==> src/hw/ppc_pkg.sv <==
// Purpose: Shared constants and types of the PHY port control/status bank
// Assumes: Avalon-MM byte addressing, one 32-bit word per register
// Notes:   Register indices are word indices; byte address is index * 4
package ppc_pkg;

  // ---------------------------------------------------------------------
  // Bus geometry
  // ---------------------------------------------------------------------
  localparam int ADDR_W  = 9;            // Byte address width
  localparam int IDX_W   = 7;            // Word index width
  localparam int DATA_W  = 32;           // Bus data width
  localparam int BE_W    = 4;            // Byte enable width
  localparam int REG_W   = 8;            // Width of each PHY register
  localparam int NPORT   = 2;            // Number of PHY ports

  // ---------------------------------------------------------------------
  // Register indices (byte address = index * 4)
  // ---------------------------------------------------------------------
  localparam logic [IDX_W-1:0] IDX_P1_CTRL  = 7'h1d; // Port 1 control low
  localparam logic [IDX_W-1:0] IDX_P1_STAT  = 7'h1e; // Port 1 status first
  localparam logic [IDX_W-1:0] IDX_P2_CTRL  = 7'h2d; // Port 2 control low
  localparam logic [IDX_W-1:0] IDX_P2_STAT  = 7'h2e; // Port 2 status first
  localparam logic [IDX_W-1:0] IDX_P3_RSVD  = 7'h3e; // Port 3 slot, reserved
  localparam logic [IDX_W-1:0] IDX_IRQ_STAT = 7'h50; // Event status, W1C
  localparam logic [IDX_W-1:0] IDX_IRQ_MASK = 7'h51; // Event mask

  // ---------------------------------------------------------------------
  // Control register fields
  // ---------------------------------------------------------------------
  localparam int CTL_W     = 3;          // Implemented control bits
  localparam int CTL_LOOP  = 0;          // Cross-port loopback
  localparam int CTL_FORCE = 1;          // Forced wiring select
  localparam int CTL_XOFF  = 2;          // Auto crossover detect disable
  localparam logic [CTL_W-1:0] CTL_RST = 3'h0; // Control reset value

  // ---------------------------------------------------------------------
  // Event status fields, two bits per port
  // ---------------------------------------------------------------------
  localparam int IRQ_PP    = 2;          // Event bits per port
  localparam int IRQ_LINK  = 0;          // Link good changed
  localparam int IRQ_AN    = 1;          // Negotiation completed
  localparam int IRQ_W     = 4;          // Total event bits
  localparam logic [IRQ_W-1:0] IRQ_RST = 4'h0; // Status and mask reset

  // ---------------------------------------------------------------------
  // Types
  // ---------------------------------------------------------------------
  // Live PHY results, packed in status register bit order 7..0
  typedef struct packed {
    logic xover_active;                  // Crossover wiring in use
    logic negotiation_complete_flag;     // Auto-negotiation done
    logic link_good;                     // Link is up
    logic partner_pause;                 // Partner pause capable
    logic partner_100fd;                 // Partner 100M full duplex
    logic partner_100hd;                 // Partner 100M half duplex
    logic partner_10fd;                  // Partner 10M full duplex
    logic partner_10hd;                  // Partner 10M half duplex
  } ppc_phy_stat_t;

  // Controls handed to one PHY
  typedef struct packed {
    logic auto_xover_en;                 // Automatic wiring detection on
    logic tx_on_receive_pair;            // Forced straight wiring
    logic loopback;                      // Cross-port PMD/PMA loopback
  } ppc_phy_ctrl_t;

  // Bus answer state
  typedef enum logic {
    PPC_IDLE = 1'b0,                     // Waiting for a request
    PPC_ACK  = 1'b1                      // Answering, waitrequest low
  } ppc_bus_st_t;

endpackage

==> src/hw/ppc_regs.sv <==
// Purpose: PHY port control and first status registers, two PHY ports
// Assumes: Avalon-MM slave, one wait state per access, clk_sys 50 MHz
// Notes:   Status registers mirror live PHY results; enabled events raise irq
`timescale 1ns/10ps

module ppc_regs (
  input  wire logic                               clk_sys,
  input  wire logic                               arst_n,
  input  wire logic [ppc_pkg::ADDR_W-1:0]         avs_address,
  input  wire logic                               avs_read,
  input  wire logic                               avs_write,
  input  wire logic [ppc_pkg::DATA_W-1:0]         avs_writedata,
  input  wire logic [ppc_pkg::BE_W-1:0]           avs_byteenable,
  output logic      [ppc_pkg::DATA_W-1:0]         avs_readdata,
  output logic                                    avs_waitrequest,
  input  wire logic                               strap_port2_crossover_detect_off,
  input  wire logic                               strap_port2_forced_wiring,
  input  wire ppc_pkg::ppc_phy_stat_t [ppc_pkg::NPORT-1:0] phy_stat,
  output ppc_pkg::ppc_phy_ctrl_t      [ppc_pkg::NPORT-1:0] phy_ctrl,
  output logic                                    irq
);
  import ppc_pkg::*;

  // ---------------------------------------------------------------------
  // Declarations
  // ---------------------------------------------------------------------
  ppc_bus_st_t             bus_st;        // Answer state
  logic [IDX_W-1:0]        idx;           // Word index of request
  logic                    req;           // Any request pending
  logic                    wr_take;       // Write takes effect now
  logic                    rd_load;       // Read data loaded now
  logic                    wr_lo;         // Write touches low byte
  logic                    strap_taken;   // Straps already captured
  logic [CTL_W-1:0]        ctrl [NPORT];  // Control registers
  ppc_phy_stat_t           stat_prev [NPORT]; // Last seen PHY status
  logic [IRQ_W-1:0]        irq_stat;      // Sticky event bits
  logic [IRQ_W-1:0]        irq_mask;      // Event enables
  logic [IRQ_W-1:0]        irq_evt;       // Events this cycle
  logic [DATA_W-1:0]       next_rdata;    // Read mux result

  // ---------------------------------------------------------------------
  // Request decode
  // ---------------------------------------------------------------------
  assign idx     = avs_address[ADDR_W-1:2];
  assign req     = avs_read | avs_write;
  // Write lands only on the edge where waitrequest is low
  assign wr_take = avs_write & (bus_st == PPC_ACK);
  assign rd_load = avs_read & (bus_st == PPC_IDLE);
  // Every register lives in byte lane 0
  assign wr_lo   = wr_take & avs_byteenable[0];

  // Waitrequest low in the answer cycle and while no request is pending
  assign avs_waitrequest = req & (bus_st != PPC_ACK);

  // Answer state: one wait cycle, then one answer cycle
  always_ff @(posedge clk_sys or negedge arst_n) begin
    if (!arst_n) begin
      bus_st <= PPC_IDLE;
    end else begin
      case (bus_st)
        PPC_IDLE: begin
          // Request seen, answer next cycle
          if (req) begin
            bus_st <= PPC_ACK;
          end
        end
        PPC_ACK: begin
          // Request completes at this edge
          bus_st <= PPC_IDLE;
        end
        default: begin
          bus_st <= PPC_IDLE;
        end
      endcase
    end
  end

  // ---------------------------------------------------------------------
  // Strap capture
  // ---------------------------------------------------------------------
  // Straps are sampled on the first edge after reset release
  always_ff @(posedge clk_sys or negedge arst_n) begin
    if (!arst_n) begin
      strap_taken <= 1'b0;
    end else begin
      strap_taken <= 1'b1;
    end
  end

  // ---------------------------------------------------------------------
  // Per-port control registers and outputs
  // ---------------------------------------------------------------------
  for (genvar g = 0; g < NPORT; g++) begin : g_port
    localparam logic [IDX_W-1:0] CIDX = (g == 0) ? IDX_P1_CTRL : IDX_P2_CTRL;
    logic [CTL_W-1:0] next_ctrl;           // Control value after edge

    // Next control value: strap, then bus write, else hold
    always_comb begin
      next_ctrl = ctrl[g];
      if (!strap_taken) begin
        // Port 1 stays at reset value, port 2 takes its straps
        next_ctrl = CTL_RST;
        if (g == 1) begin
          next_ctrl[CTL_XOFF]  = strap_port2_crossover_detect_off;
          next_ctrl[CTL_FORCE] = strap_port2_forced_wiring;
        end
      end else if (wr_lo && idx == CIDX) begin
        // Software write of the implemented low bits
        next_ctrl = avs_writedata[CTL_W-1:0];
      end
    end

    // Control register and its decoded PHY outputs
    always_ff @(posedge clk_sys or negedge arst_n) begin
      if (!arst_n) begin
        ctrl[g]     <= CTL_RST;
        phy_ctrl[g] <= '{auto_xover_en: 1'b1,
                         tx_on_receive_pair: 1'b0,
                         loopback: 1'b0};
      end else begin
        ctrl[g] <= next_ctrl;
        // Clear disable bit keeps automatic detection
        phy_ctrl[g].auto_xover_en <= ~next_ctrl[CTL_XOFF];
        // Forced wiring only matters with detection off
        phy_ctrl[g].tx_on_receive_pair <=
          next_ctrl[CTL_XOFF] & next_ctrl[CTL_FORCE];
        // Loopback of the opposite port through this PHY
        phy_ctrl[g].loopback <= next_ctrl[CTL_LOOP];
      end
    end

    // Previous status, for change detection
    always_ff @(posedge clk_sys or negedge arst_n) begin
      if (!arst_n) begin
        stat_prev[g] <= '0;
      end else begin
        stat_prev[g] <= phy_stat[g];
      end
    end

    // Link change in either direction, negotiation completion
    assign irq_evt[g*IRQ_PP+IRQ_LINK] =
      phy_stat[g].link_good ^ stat_prev[g].link_good;
    assign irq_evt[g*IRQ_PP+IRQ_AN] =
      phy_stat[g].negotiation_complete_flag &
      ~stat_prev[g].negotiation_complete_flag;

    // Disable bit written clear turns detection back on
    xover_on_a: assert property (@(posedge clk_sys) disable iff (!arst_n)
      wr_lo && idx == CIDX && !avs_writedata[CTL_XOFF]
      |=> phy_ctrl[g].auto_xover_en)
      else $error("crossover detection not enabled");

    // Disable bit written set turns detection off
    xover_off_a: assert property (@(posedge clk_sys) disable iff (!arst_n)
      wr_lo && idx == CIDX && avs_writedata[CTL_XOFF]
      |=> !phy_ctrl[g].auto_xover_en)
      else $error("crossover detection not disabled");

    // Forced wiring follows the forced bit while detection is off
    wiring_sel_a: assert property (@(posedge clk_sys) disable iff (!arst_n)
      !phy_ctrl[g].auto_xover_en
      |-> phy_ctrl[g].tx_on_receive_pair == ctrl[g][CTL_FORCE])
      else $error("forced wiring does not follow control");

    // Loopback written clear leaves normal operation
    loop_clr_a: assert property (@(posedge clk_sys) disable iff (!arst_n)
      wr_lo && idx == CIDX && !avs_writedata[CTL_LOOP]
      |=> !phy_ctrl[g].loopback)
      else $error("loopback still active after clear");

    // Write to a status word changes no control
    stat_ro_a: assert property (@(posedge clk_sys) disable iff (!arst_n)
      strap_taken && wr_take && (idx == IDX_P1_STAT || idx == IDX_P2_STAT)
      |=> phy_ctrl[g] == $past(phy_ctrl[g]))
      else $error("status write disturbed control");

    // Control holds unless its own word is written
    ctl_hold_a: assert property (@(posedge clk_sys)
      disable iff (!arst_n)
      strap_taken && !(wr_lo && idx == CIDX)
      |=> ctrl[g] == $past(ctrl[g]))
      else $error("control changed without a write");
  end

  // Port 1 loopback bit drives the port 1 PHY loop
  loop_p1_a: assert property (@(posedge clk_sys) disable iff (!arst_n)
    wr_lo && idx == IDX_P1_CTRL && avs_writedata[CTL_LOOP]
    |=> phy_ctrl[0].loopback && !$past(phy_ctrl[1].loopback) ==
        !phy_ctrl[1].loopback)
    else $error("port 1 loopback not set");

  // Port 2 loopback bit drives the port 2 PHY loop
  loop_p2_a: assert property (@(posedge clk_sys) disable iff (!arst_n)
    wr_lo && idx == IDX_P2_CTRL && avs_writedata[CTL_LOOP]
    |=> phy_ctrl[1].loopback)
    else $error("port 2 loopback not set");

  // Straps land in port 2, port 1 keeps reset values
  strap_load_a: assert property (@(posedge clk_sys) disable iff (!arst_n)
    $rose(strap_taken)
    |-> ctrl[1][CTL_FORCE] == $past(strap_port2_forced_wiring) &&
        ctrl[0] == CTL_RST)
    else $error("strap values not captured");

  // Port 2 disable bit from strap, loopback from reset
  strap_xoff_a: assert property (@(posedge clk_sys)
    disable iff (!arst_n)
    $rose(strap_taken)
    |-> ctrl[1][CTL_XOFF] == $past(strap_port2_crossover_detect_off) &&
        ctrl[1][CTL_LOOP] == 1'b0)
    else $error("strap disable bit not captured");

  // ---------------------------------------------------------------------
  // Event status and mask
  // ---------------------------------------------------------------------
  // Sticky events, write one to clear; a new event beats the clear
  always_ff @(posedge clk_sys or negedge arst_n) begin
    if (!arst_n) begin
      irq_stat <= IRQ_RST;
    end else if (wr_lo && idx == IDX_IRQ_STAT) begin
      irq_stat <= (irq_stat & ~avs_writedata[IRQ_W-1:0]) | irq_evt;
    end else begin
      irq_stat <= irq_stat | irq_evt;
    end
  end

  // Mask register, one enable per event bit
  always_ff @(posedge clk_sys or negedge arst_n) begin
    if (!arst_n) begin
      irq_mask <= IRQ_RST;
    end else if (wr_lo && idx == IDX_IRQ_MASK) begin
      irq_mask <= avs_writedata[IRQ_W-1:0];
    end
  end

  // Level interrupt while any enabled event is pending
  assign irq = |(irq_stat & irq_mask);

  // Event raised in a clear cycle stays pending
  evt_keep_a: assert property (@(posedge clk_sys) disable iff (!arst_n)
    irq_evt != '0 |=> (irq_stat & $past(irq_evt)) == $past(irq_evt))
    else $error("event lost");

  // Writing ones clears pending bits when no event collides
  clr_w1c_a: assert property (@(posedge clk_sys) disable iff (!arst_n)
    wr_lo && idx == IDX_IRQ_STAT && irq_evt == '0
    |=> (irq_stat & $past(avs_writedata[IRQ_W-1:0])) == '0)
    else $error("pending event not cleared");

  // Mask takes the written enables
  mask_wr_a: assert property (@(posedge clk_sys) disable iff (!arst_n)
    wr_lo && idx == IDX_IRQ_MASK
    |=> irq_mask == $past(avs_writedata[IRQ_W-1:0]))
    else $error("mask not written");

  // ---------------------------------------------------------------------
  // Read path
  // ---------------------------------------------------------------------
  // Read mux; status words are live, unmapped words read zero
  always_comb begin
    next_rdata = '0;
    case (idx)
      IDX_P1_CTRL: begin
        next_rdata[CTL_W-1:0] = ctrl[0];
      end
      IDX_P1_STAT: begin
        next_rdata[REG_W-1:0] = phy_stat[0];
      end
      IDX_P2_CTRL: begin
        next_rdata[CTL_W-1:0] = ctrl[1];
      end
      IDX_P2_STAT: begin
        next_rdata[REG_W-1:0] = phy_stat[1];
      end
      IDX_IRQ_STAT: begin
        next_rdata[IRQ_W-1:0] = irq_stat;
      end
      IDX_IRQ_MASK: begin
        next_rdata[IRQ_W-1:0] = irq_mask;
      end
      default: begin
        // Reserved port 3 slot and unmapped words read zero
        next_rdata = '0;
      end
    endcase
  end

  // Read data captured in the wait cycle, held until next read
  always_ff @(posedge clk_sys or negedge arst_n) begin
    if (!arst_n) begin
      avs_readdata <= '0;
    end else if (rd_load) begin
      avs_readdata <= next_rdata;
    end
  end

  // Every request is answered after exactly one wait cycle
  bus_wait_a: assert property (@(posedge clk_sys) disable iff (!arst_n)
    req && bus_st == PPC_IDLE |-> avs_waitrequest ##1 !avs_waitrequest)
    else $error("answer not after one wait cycle");

  // Port 1 status word carries live crossover, link and partner bits
  stat_p1_a: assert property (@(posedge clk_sys) disable iff (!arst_n)
    avs_read && !avs_waitrequest && idx == IDX_P1_STAT
    |-> avs_readdata == {24'h0, $past(phy_stat[0])})
    else $error("port 1 status read wrong");

  // Port 2 status word carries pause and speed capability bits
  stat_p2_a: assert property (@(posedge clk_sys) disable iff (!arst_n)
    avs_read && !avs_waitrequest && idx == IDX_P2_STAT
    |-> avs_readdata[REG_W-1:0] == $past(phy_stat[1]) &&
        avs_readdata[DATA_W-1:REG_W] == 24'h0)
    else $error("port 2 status read wrong");

  // Reserved port 3 slot answers zero
  rsvd_zero_a: assert property (@(posedge clk_sys) disable iff (!arst_n)
    avs_read && !avs_waitrequest && idx == IDX_P3_RSVD
    |-> avs_readdata == 32'h0)
    else $error("reserved slot not zero");

  // Read data stands until the next read is loaded
  rdata_hold_a: assert property (@(posedge clk_sys) disable iff (!arst_n)
    !rd_load |=> $stable(avs_readdata))
    else $error("read data changed without a read");

  // Writes to the reserved slot touch no register
  rsvd_wr_a: assert property (@(posedge clk_sys) disable iff (!arst_n)
    wr_take && idx == IDX_P3_RSVD
    |=> irq_mask == $past(irq_mask) && ctrl[0] == $past(ctrl[0]) &&
        ctrl[1] == $past(ctrl[1]))
    else $error("reserved write changed a register");

endmodule // ppc_regs

==> config.mk <==
export PLATFORM = sky130hd
export DESIGN_NAME = ppc_regs
export DESIGN_NICKNAME = d
export VERILOG_FILES = /design/src/hw/ppc_pkg.sv /design/src/hw/ppc_regs.sv
export SDC_FILE = /design/constraint.sdc
export NUM_CORES = 1
export LEC_CHECK = 0
export ABC_CLOCK_PERIOD_IN_PS = 1930
export CAP_MARGIN = 5
export CORE_MARGIN = 10
export CORE_UTILIZATION = 25
export DETAILED_ROUTE_END_ITERATION = 10
export DONT_BUFFER_PORTS = 1
export PLACE_DENSITY = 0.48
export SYNTH_ARGS = -nofsm -noshare
export SYNTH_HDL_FRONTEND = slang
export SYNTH_SLANG_ARGS = --single-unit
export TNS_END_PERCENT = 1
==> constraint.sdc <==
create_clock -name clk_sys -period 1.93 [get_ports clk_sys]
set_input_delay 0.0965 -clock clk_sys [delete_from_list [all_inputs] [get_ports clk_sys]]
set_output_delay 0.0965 -clock clk_sys [all_outputs]
set_load 0.1 [all_outputs]
==> impl_metrics.toml, run 1 <==
[global_route]
antenna_found_initial = 0
globalRouteTotalUtil_pct = 8.65
grt_overflow_total = 0
first_global_vias = 1416
grt_pass1_wl_mm = 7.65
largest_net_degree_at_the_start_of_global_routing = 33

[synthesis]
synth_top_flop_cell = "sky130_fd_sc_hd__dfrtp_1"
yosysSeqAreaShare_pct = 43.3
synth.largest_area_cell = "sky130_fd_sc_hd__dfrtp_1"
synthesis.area_per_instance_um2 = 10.4
number_of_enable_type_register_cells_in_the_synthesized_netlist = 0
postSynthCellCount = 178
synthTopCellsByArea = "sky130_fd_sc_hd__dfrtp_1, sky130_fd_sc_hd__buf_4, sky130_fd_sc_hd__nand3b_1, sky130_fd_sc_hd__a22oi_1, sky130_fd_sc_hd__mux2_4"
synth_top_area_share_pct = 40.5
synth.most_common_cell = "sky130_fd_sc_hd__dfrtp_1"
post_synth_most_frequent_cells = "sky130_fd_sc_hd__dfrtp_1, sky130_fd_sc_hd__buf_4, sky130_fd_sc_hd__nor2_1, sky130_fd_sc_hd__nand2_1, sky130_fd_sc_hd__nand3b_1"
synth-async-reset-ratio_pct = 100
synth-seq-cells = 32
yosysUniqueCellTypes = 40
netlist_area_mm2 = 0.00185
yosys_warnings = 0

[clock_tree]
buffer_levels_on_the_longest_clock_path = 2
cts_resized = 0
clk-insertion-delay-late_ns = 0.28
clk_pin_slew_worst_paths_ns = 0.07
clock_tree_from_tritoncts = "built"
cts.htree.levels = 2
tritoncts_num_sinks = 32
cts-buffers-inserted = 5
clock_tree.root_cell = "sky130_fd_sc_hd__clkbuf_8"

[sta]
totalNegativeSetupSlack_ns = 0
fmax_ghz = 0.635
finalSetupViolations = 0
min_period_ns = 1.57
timing.clock.skew_ns = 0.00345
finalHoldViolCount = 0
timing_worst_slew_pin_value_ns = 0.510
max_slew_margin_pct = 66.1
post-route-period-util_pct = 81.6
grt_setup_unrepaired = "false"
whs_ns = 0.0183
timing_max_transition_violations_final = 0
setup_slack_ns = 0.355

[flow_run]
number_of_max_cap_violations = 0

[worst_setup_path]
startpoint_type = "flip-flop"
cp_slowest_cell = "sky130_fd_sc_hd__o31ai_1"
crit_end_element = "flip-flop"
critPathMaxFanout = 5
critPathMaxStageDelay_ns = 0.45
critPathRequiredTime_ns = 2.10
crit_type = "reg2reg"
worst_ep_arrival_time_ns = 1.75
timing.critical_path.max_delay_family = "compound AO/OA/AOI/OAI gates"
crit_chain = "nand3_1, buf_4, o31ai_1, o221ai_2, and2_1"
timing.critical_path.buf_inv = 1

[layout]
postLayoutCellArea_mm2 = 0.00218
layout.nets = 273
utilization_pct = 30.2
synthToLayoutAreaGrowth_pct = 17.7
final.fill_count = 776
insertedDiodeCount = 0
regArea_um2 = 803
post_route_cells_drive_above_1_share_pct = 22.2
multi_input_logic_area_um2 = 878
finish.cell_count_without_fillers = 306

[power_and_ir_drop]
total_power_consumption_mw = 1.96
power_density_mw_per_mm2 = 898
ir_worst_vdd_mv = 0.218
leakage_power_summed_over_all_cells_nw = 0.936
total_switching_power_mw = 0.864
share_seq_of_total_power_pct = 38.7
clock_power_share_pct = 25.7
power.internal_mw = 1.09
switching_portion_of_total_power_pct = 44.1
power.combinational.fraction_pct = 35.6

[place]
pre_cts_ws_ns = 0.382
dpl_cell_area_mm2 = 0.00196
placement.io_buffers = 0
finalWeightedCongestion = 0.750
placed_cells_incl_taps = 285
dp_hpwl_mm = 3.76

[route]
postRouteWirelength_mm = 4.82
drcViolationCount = 0
routed_via_density = 4.17
length_of_the_first_detailed_routing_pass_in_iterations = 4
dr.first_iter.drc_count = 44
route.vias.total = 1277
antenna_violating_nets_post_route = 0
wire_per_inst_um = 15.7

[floorplanning]
die_w_um = 106
die-area_mm2 = 0.0113
die_h_um = 106
floorplan.initialDensity_pct = 25.7
rows = 31
core_area_mm2 = 0.00721
ioPinCount = 107

[hold_path]
timing.hold.worst.class = "in2reg"

[outcome]
status = "complete, no violations"
what timing repair did:
| item | in CTS | in global routing |
|---|---|---|
| hold buffers | 13 | 0 |
| buffers inserted | 0 | 0 |
| endpoints found under the setup margin | 0 | 0 |
| hold endpoints to repair | 50 | 0 |
registers in the layout, summed over array words and instances, names as in the netlist:
| name | cells |
|---|---|
| stat_prev | 4 |
| irq_stat | 4 |
| avs_readdata | 8 |
| strap_taken | 1 |
| bus_st | 1 |
| ctrl | 6 |
| phy_ctrl | 4 |
| irq_mask | 4 |
path summary, 6_finish.rpt:
kind                          endpoint  depth (start not counted)              from  slack [ns]
max                        phy_ctrl[4]                          5            bus_st        0.36
max reg2reg                phy_ctrl[4]                          5            bus_st        0.36
min                        phy_ctrl[2]                          2  avs_writedata[2]        0.02
min reg2reg                irq_stat[2]                          1       irq_stat[2]        0.51
max in group asynchronous  phy_ctrl[2]                          2            arst_n        1.44
min in group asynchronous  phy_ctrl[4]                          2            arst_n        0.25
per-layer routing:
metal  global-route usage [%]  vias to the layer above  share of wire, %
li1                         -                      626                 -
met1                     9.97                      590                42
met2                     13.0                       56                44
met3                     4.65                        5                12
met4                     3.77                        0               1.5
met5                        0                        -                 0
cells in the final DEF, fill, tap and decap left out, types with 2 or more instances in the layout:
cell type                       netlist  final
sky130_fd_sc_hd__a21o_1               2      2
sky130_fd_sc_hd__a21oi_1              9      9
sky130_fd_sc_hd__a22o_1               2      2
sky130_fd_sc_hd__a22oi_1              9      9
sky130_fd_sc_hd__a31oi_1              3      3
sky130_fd_sc_hd__buf_4               26     17
sky130_fd_sc_hd__clkbuf_8             0      5
sky130_fd_sc_hd__conb_1               2     25
sky130_fd_sc_hd__dfrtp_1             30     30
sky130_fd_sc_hd__dfstp_2              2      2
sky130_fd_sc_hd__dlygate4sd3_1        0     12
sky130_fd_sc_hd__inv_1                6      6
sky130_fd_sc_hd__mux2_2               4      4
sky130_fd_sc_hd__mux2_4               4      4
sky130_fd_sc_hd__mux2i_1              4      4
sky130_fd_sc_hd__nand2_1             12     12
sky130_fd_sc_hd__nand2b_1             3      3
sky130_fd_sc_hd__nand3_1              2      2
sky130_fd_sc_hd__nand3b_1            10     10
sky130_fd_sc_hd__nand4b_1             2      2
sky130_fd_sc_hd__nor2_1              14     13
sky130_fd_sc_hd__nor2b_1              5      5
sky130_fd_sc_hd__nor3_1               2      2
sky130_fd_sc_hd__nor4_4               2      2
sky130_fd_sc_hd__o21bai_1             2      2
sky130_fd_sc_hd__o221ai_2             2      2
sky130_fd_sc_hd__xor2_1               2      2
area by class of cell:
type,count,area share [%]
repair buffers,30,12.3
multi-input cells,131,40.3
well taps,99,5.68
clock buffers,6,3.33
inverters,6,1.03
flip-flops and latches,32,36.8
clock inverters,2,0.574
power groups by stage:
stage | combinational (mW) | clock (mW) | sequential [mW]
floorplan | 0.382 | 0 | 1.00
global placement | 0.655 | 0 | 0.769
detailed placement | 0.657 | 0 | 0.770
CTS | 0.702 | 0.524 | 0.758
global route | 0.730 | 0.550 | 0.764
finish | 0.698 | 0.503 | 0.757
cell families after synthesis:
group / Yosys count / synth area share (%)
flip-flops: 32 / 43.3
buffers and inverters: 38 / 14.0
AND/OR/NAND/NOR: 59 / 20.7
AO/OA/AOI/OAI: 33 / 12.7
multiplexers: 12 / 7.83
other: 2 / 0.405
XOR/XNOR: 2 / 0.945
No activity file was read; power rests on OpenSTA's default activity.
==> run 2, diff against run 1 <==
--- a/config.mk
+++ b/config.mk
@@ -5,13 +5,13 @@
 export SDC_FILE = /design/constraint.sdc
 export NUM_CORES = 1
 export LEC_CHECK = 0
-export ABC_CLOCK_PERIOD_IN_PS = 1930
+export ABC_CLOCK_PERIOD_IN_PS = 1300
 export CAP_MARGIN = 5
 export CORE_MARGIN = 10
 export CORE_UTILIZATION = 25
 export DETAILED_ROUTE_END_ITERATION = 10
 export DONT_BUFFER_PORTS = 1
-export PLACE_DENSITY = 0.48
+export PLACE_DENSITY = 0.5
 export SYNTH_ARGS = -nofsm -noshare
 export SYNTH_HDL_FRONTEND = slang
 export SYNTH_SLANG_ARGS = --single-unit
==> constraint.sdc (replaced) <==
create_clock -name clk_sys -period 1.3 [get_ports clk_sys]
set_input_delay 0.065 -clock clk_sys [delete_from_list [all_inputs] [get_ports clk_sys]]
set_output_delay 0.065 -clock clk_sys [all_outputs]
set_load 0.1 [all_outputs]
==> run 2 against run 1 <==
  * The run now ends with setup timing left
  * Critical path depth stayed put
  * Largest power group unchanged
  * Critical endpoint is now irq_stat[3]
  * Power is 62% higher
  * Setup slack worse by 0.48 ns
==> impl_metrics.toml, run 2 (synthesis results as in run 1) <==
[outcome]
status = "finished with violations"
violations = "setup timing"

[layout]
synthToLayoutAreaGrowth_pct = 26.8
utilization_pct = 32.6
regArea_um2 = 803
insertedDiodeCount = 0
reg.largest.list = "avs_readdata (8), ctrl (6)"
post_route_cells_drive_above_1_share_pct = 25.9
multi_input_logic_area_um2 = 926
largest_register_ffs = 8
layout.nets = 282
final.fill_count = 769
layout_commonest_cell = "sky130_fd_sc_hd__dfrtp_1"
commonest_cells_after_routing_fill_and_taps_aside = "sky130_fd_sc_hd__dfrtp_1, sky130_fd_sc_hd__conb_1, sky130_fd_sc_hd__buf_4, sky130_fd_sc_hd__dlygate4sd3_1, sky130_fd_sc_hd__nor2_1"
top_register = "avs_readdata"

[global_route]
antenna_found_initial = 0
first_global_vias = 1461
grt_pass1_wl_mm = 8.08
globalRouteTotalUtil_pct = 8.99
largest_net_degree_at_the_start_of_global_routing = 33
grt_overflow_total = 0

[sta]
timing_max_transition_violations_final = 0
timing.clock.skew_ns = 0.00795
finalSetupViolations = 11
min_period_ns = 1.43
setup_slack_ns = -0.125
finalHoldViolCount = 0
grt_setup_unrepaired = "true"
fmax_ghz = 0.702
post-route-period-util_pct = 110
whs_ns = 0.00108

[hold_path]
holdPathStages = 2
hold_path.startpoint = "phy_stat[12]"
timing.hold.worst.class = "in2reg"
timing.hold.worst_endpoint = "avs_readdata[4]"

[route]
routedLengthMet1_mm = 2.08
wire_per_inst_um = 15.8
route.vias.total = 1305
antenna_violating_nets_post_route = 0
drcViolationCount = 0
routed-wl-met2_mm = 2.37
dr.first_iter.drc_count = 55
length_of_the_first_detailed_routing_pass_in_iterations = 4
postRouteWirelength_mm = 4.99
routed_via_density = 4.14
routed-wl-met3_um = 522
dr.max_layer_used = "met4"

[clock_tree]
buffer_levels_on_the_longest_clock_path = 2
clk-insertion-delay-late_ns = 0.28
cts.htree.levels = 2
postCtsSetupRepairBufs = 0
clock_tree.root_cell = "sky130_fd_sc_hd__clkbuf_8"
cts-buffers-inserted = 5
clk_pin_slew_worst_paths_ns = 0.08
tritoncts_num_sinks = 32
clock_tree_from_tritoncts = "built"

[place]
pre_cts_ws_ns = -0.190
placement.io_buffers = 0
finalWeightedCongestion = 0.760
dp_hpwl_mm = 3.83

[worst_setup_path]
timing.rr.end = "irq_stat[3]"
crit_type = "reg2reg"
worst_ep_arrival_time_ns = 1.59
startpoint_type = "flip-flop"
critPathRequiredTime_ns = 1.47
worst_r2r_path_depth = 5
regToRegStartpoint = "bus_st"
r2r_setup_slack_ns = -0.13
crit_end_element = "flip-flop"
critPathMaxFanout = 4

[flow_run]
number_of_max_cap_violations = 0

[floorplanning]
floorplan.initialDensity_pct = 25.7
die_h_um = 106
die_w_um = 106
core_area_mm2 = 0.00721
rows = 31
die-area_mm2 = 0.0113
ioPinCount = 107

[power_and_ir_drop]
total_power_consumption_mw = 3.16
ir_worst_vdd_mv = 0.647
power_density_mw_per_mm2 = 1350
leakage_power_summed_over_all_cells_nw = 1.00
run 2: final cells by class:
class	count	area share [%]
clock buffer	5	2.93
sequential	32	34.2
multi-input combinational	131	39.4
clock inverter	3	1.81
tap	99	5.27
timing repair buffer	39	15.4
inverter	6	0.958
run 2: stage by stage:
stage,std cells,setup TNS [ns],instance area [um2]
finish,315,-0.910,2350
global route,315,-2.36,2350
CTS,315,-1.28,2320
detailed placement,291,-1.54,2020
global placement,291,-1.21,2020
floorplan,201,-0.619,1950
run 2: layer usage:
metal | GRT usage, % | up-vias
met3 | 4.77 | 2
met5 | 0 | -
met4 | 2.32 | 0
met2 | 14.0 | 47
met1 | 10.6 | 614
li1 | - | 642
run 2: repair_timing:
| item | CTS | global route |
|---|---|---|
| cloned | 0 | 0 |
| pin swaps | 8 | 5 |
| resized for setup | 3 | 5 |
| setup endpoints to repair | 17 | 19 |
| hold endpoints to repair | 59 | 0 |
| hold buffers | 16 | 0 |
run 2: worst max-delay path: stages, from the launching register on:
cell and delay (ns):
sky130_fd_sc_hd__dfrtp_1 0.39, sky130_fd_sc_hd__nand3_4 0.12, sky130_fd_sc_hd__buf_6 0.15, sky130_fd_sc_hd__nor4_4 0.36, sky130_fd_sc_hd__nand2_1 0.10, sky130_fd_sc_hd__a22o_1 0.18
run 2: power by group:
group          internal, mW  switching [mW]
combinational         0.219           0.885
clock                 0.567           0.386
sequential             1.07          0.0411
total                  1.85            1.31
run 2: worst max-delay path by stage:
stage                      start     endpoint  slack [ns]  cells past startpoint
final                     bus_st  irq_stat[3]       -0.13                      5
after global routing      bus_st  irq_stat[3]       -0.22                      5
after CTS                 bus_st  irq_stat[3]       -0.17                      5
after detailed placement  bus_st  irq_stat[3]       -0.19                      5
after global placement    bus_st  irq_stat[1]       -0.14                      5
after floorplan           bus_st       bus_st       -0.13                      1
==> run 3, diff against run 2 <==
--- a/config.mk
+++ b/config.mk
@@ -5,6 +5,7 @@
 export SDC_FILE = /design/constraint.sdc
 export NUM_CORES = 1
 export LEC_CHECK = 0
+export ABC_AREA = 1
 export ABC_CLOCK_PERIOD_IN_PS = 1300
 export CAP_MARGIN = 5
 export CORE_MARGIN = 10
==> run 3 against run 2 <==
  * The flow still finishes with violations (setup timing)
  * Sequential share of layout area is 1.1 points higher
  * Die area is 2.9% lower
  * Combinational power hardly changed
  * Critical path type unchanged
  * Critical endpoint is now phy_ctrl[1]
  * Maximum frequency is 7.6% higher
  * Worst hold slack better by 0.0096 ns
==> impl_metrics.toml, run 3 <==
[clock_tree]
clock_tree_from_tritoncts = "built"
cts.htree.levels = 2
clk-insertion-delay-late_ns = 0.28
clk_pin_slew_worst_paths_ns = 0.07
tritoncts_num_sinks = 32
clock_tree.root_cell = "sky130_fd_sc_hd__clkbuf_8"
buffer_levels_on_the_longest_clock_path = 2
cts-buffers-inserted = 5

[worst_setup_path]
cp_slowest_cell = "sky130_fd_sc_hd__dfrtp_1"
critPathMaxStageDelay_ns = 0.37
startpoint_type = "flip-flop"
crit_type = "reg2reg"
critical-path-top-cell-by-count = "sky130_fd_sc_hd__nor2_4"
timing.critical_path.max_delay_family = "simple AND/OR/NAND/NOR gates"
worst_ep_arrival_time_ns = 1.49
critPathMaxFanout = 6
timing.critical_path.buf_inv = 1
crit_chain = "nand2_2, nor2_4, buf_6, nand3_4, nor2_1, nor2_4, and2_1"
critPathRequiredTime_ns = 1.47
crit_end_element = "flip-flop"

[layout]
final.fill_count = 754
commonest_cells_after_routing_fill_and_taps_aside = "sky130_fd_sc_hd__nand2_1, sky130_fd_sc_hd__dfrtp_1, sky130_fd_sc_hd__nand3_1, sky130_fd_sc_hd__conb_1, sky130_fd_sc_hd__nor2_1"
utilization_pct = 33.1
synthToLayoutAreaGrowth_pct = 27.2
layout_commonest_cell = "sky130_fd_sc_hd__nand2_1"
insertedDiodeCount = 0
post_route_cells_drive_above_1_share_pct = 21.8
top_register = "avs_readdata"
largest_register_ffs = 8
layout.nets = 323
reg.largest.list = "avs_readdata (8), ctrl (6)"
postLayoutCellArea_mm2 = 0.00227

[global_route]
first_global_vias = 1484
grt_pass1_wl_mm = 7.73
grt_overflow_total = 0
globalRouteTotalUtil_pct = 8.68
largest_net_degree_at_the_start_of_global_routing = 33
antenna_found_initial = 0

[floorplanning]
core_area_mm2 = 0.00687
die_h_um = 105
die_w_um = 105
ioPinCount = 107
rows = 30
floorplan.initialDensity_pct = 26.0
die-area_mm2 = 0.0109

[route]
dr.first_iter.drc_count = 46
routed_via_density = 4.10
postRouteWirelength_mm = 4.93
wire_per_inst_um = 14.0
antenna_violating_nets_post_route = 0
length_of_the_first_detailed_routing_pass_in_iterations = 4
drcViolationCount = 0
route.vias.total = 1449

[place]
placement.io_buffers = 0
dp_hpwl_mm = 3.96
dpl_cell_area_mm2 = 0.00195
finalWeightedCongestion = 0.793

[hold_path]
timing.hold.worst.class = "in2reg"

[synthesis]
yosysSeqAreaShare_pct = 44.9
yosys_warnings = 0
synth-async-reset-ratio_pct = 100
postSynthCellCount = 217
synth_top_flop_cell = "sky130_fd_sc_hd__dfrtp_1"
synthTopCellsByArea = "sky130_fd_sc_hd__dfrtp_1, sky130_fd_sc_hd__buf_4, sky130_fd_sc_hd__nand2_1, sky130_fd_sc_hd__nand3_1, sky130_fd_sc_hd__nor2_1"
synth.most_common_cell = "sky130_fd_sc_hd__nand2_1"
netlist_area_mm2 = 0.00179
synth_top_area_share_pct = 42.0
synthesis.area_per_instance_um2 = 8.24
synth-seq-cells = 32
number_of_enable_type_register_cells_in_the_synthesized_netlist = 0
synth.largest_area_cell = "sky130_fd_sc_hd__dfrtp_1"
yosysUniqueCellTypes = 27
post_synth_most_frequent_cells = "sky130_fd_sc_hd__nand2_1, sky130_fd_sc_hd__dfrtp_1, sky130_fd_sc_hd__buf_4, sky130_fd_sc_hd__nand3_1, sky130_fd_sc_hd__nor2_1"

[sta]
timing_max_transition_violations_final = 0
timing.clock.skew_ns = 0.00806
fmax_ghz = 0.755
finalHoldViolCount = 0
grt_setup_unrepaired = "true"
min_period_ns = 1.32
finalSetupViolations = 1
setup_slack_ns = -0.0248
post-route-period-util_pct = 102

[outcome]
violations = "setup timing"
status = "finished with violations"

[power_and_ir_drop]
power_density_mw_per_mm2 = 1380
leakage_power_summed_over_all_cells_nw = 1.09
ir_worst_vdd_mv = 0.917

[flow_run]
number_of_max_cap_violations = 0
[run 3: cell families after synthesis]
| group | after synthesis | share of synthesized area [%] |
|---|---|---|
| and+or+nand+nor | 112 | 30.9 |
| buffers and inverters | 49 | 16.6 |
| DFF | 32 | 44.9 |
| AOI/OAI and AO/OA | 20 | 6.16 |
| xor gates and xnor gates | 2 | 0.980 |
| other | 2 | 0.420 |
[run 3: path summary, 6_finish.rpt]
kind	start	to	slack [ns]	depth (start not counted)
min	strap_port2_forced_wiring	ctrl[1]	0.01	3
min in group asynchronous	arst_n	irq_mask[0]	0.23	2
min reg2reg	stat_prev[6]	irq_stat[3]	0.45	1
max	bus_st	phy_ctrl[1]	-0.02	7
max reg2reg	bus_st	phy_ctrl[1]	-0.02	7
max in group asynchronous	arst_n	phy_ctrl[5]	0.82	2
[run 3: worst reg2reg max path, delay by kind of cell, from the launching register on]
family | cells | cell delay, ns
AND/OR/NAND/NOR | 6 | 0.71
flip-flops | 1 | 0.37
buffers and inverters | 1 | 0.14
[run 3: layout make-up]
| cell class | instances | area, um2 | share of cell area, % |
|---|---|---|---|
| clock buffer | 6 | 72.6 | 3.19 |
| inverter | 19 | 71.3 | 3.14 |
| tap | 96 | 120 | 5.28 |
| multi-input combinational | 159 | 811 | 35.7 |
| clock inverter | 2 | 35.0 | 1.54 |
| sequential | 32 | 803 | 35.3 |
| timing repair buffer | 39 | 360 | 15.9 |
[run 3: stage by stage]
| step | setup TNS (ns) | hold WS [ns] | power [mW] | instances | setup slack, ns |
|---|---|---|---|---|---|
| after floorplan | -0.0992 | -0.231 | 2.05 | 240 | -0.0992 |
| after global placement | 0 | -0.229 | 2.16 | 327 | 0.0534 |
| after detailed placement | -0.0174 | -0.229 | 2.16 | 327 | -0.0174 |
| after CTS | 0 | 0.00472 | 3.16 | 351 | 0.00511 |
| after global routing | -0.155 | 0.0335 | 3.29 | 353 | -0.100 |
| final | -0.0248 | 0.0107 | 3.15 | 353 | -0.0248 |
[run 3: where the power goes]
group          switching (mW)  total [mW]  internal [mW]
registers              0.0639        1.13           1.07
logic                   0.891        1.09          0.197
clock network           0.355       0.923          0.568
[run 3: repair_timing]
item	4_1_cts	5_1_grt
setup buffers	1	2
pin swaps	1	6
hold buffers	15	0
endpoints found under the hold margin	52	0
resized for setup	1	12
endpoints found under the setup margin	1	15
[run 3: routing by layer]
metal / GRT usage [%] / wire length (um) / up-vias
met2: 13.6 / 2230 / 54
met4: 1.18 / 6 / 0
met3: 5.53 / 616 / 2
li1: - / - / 724
met1: 10.0 / 2070 / 669
met5: 0 / 0 / -
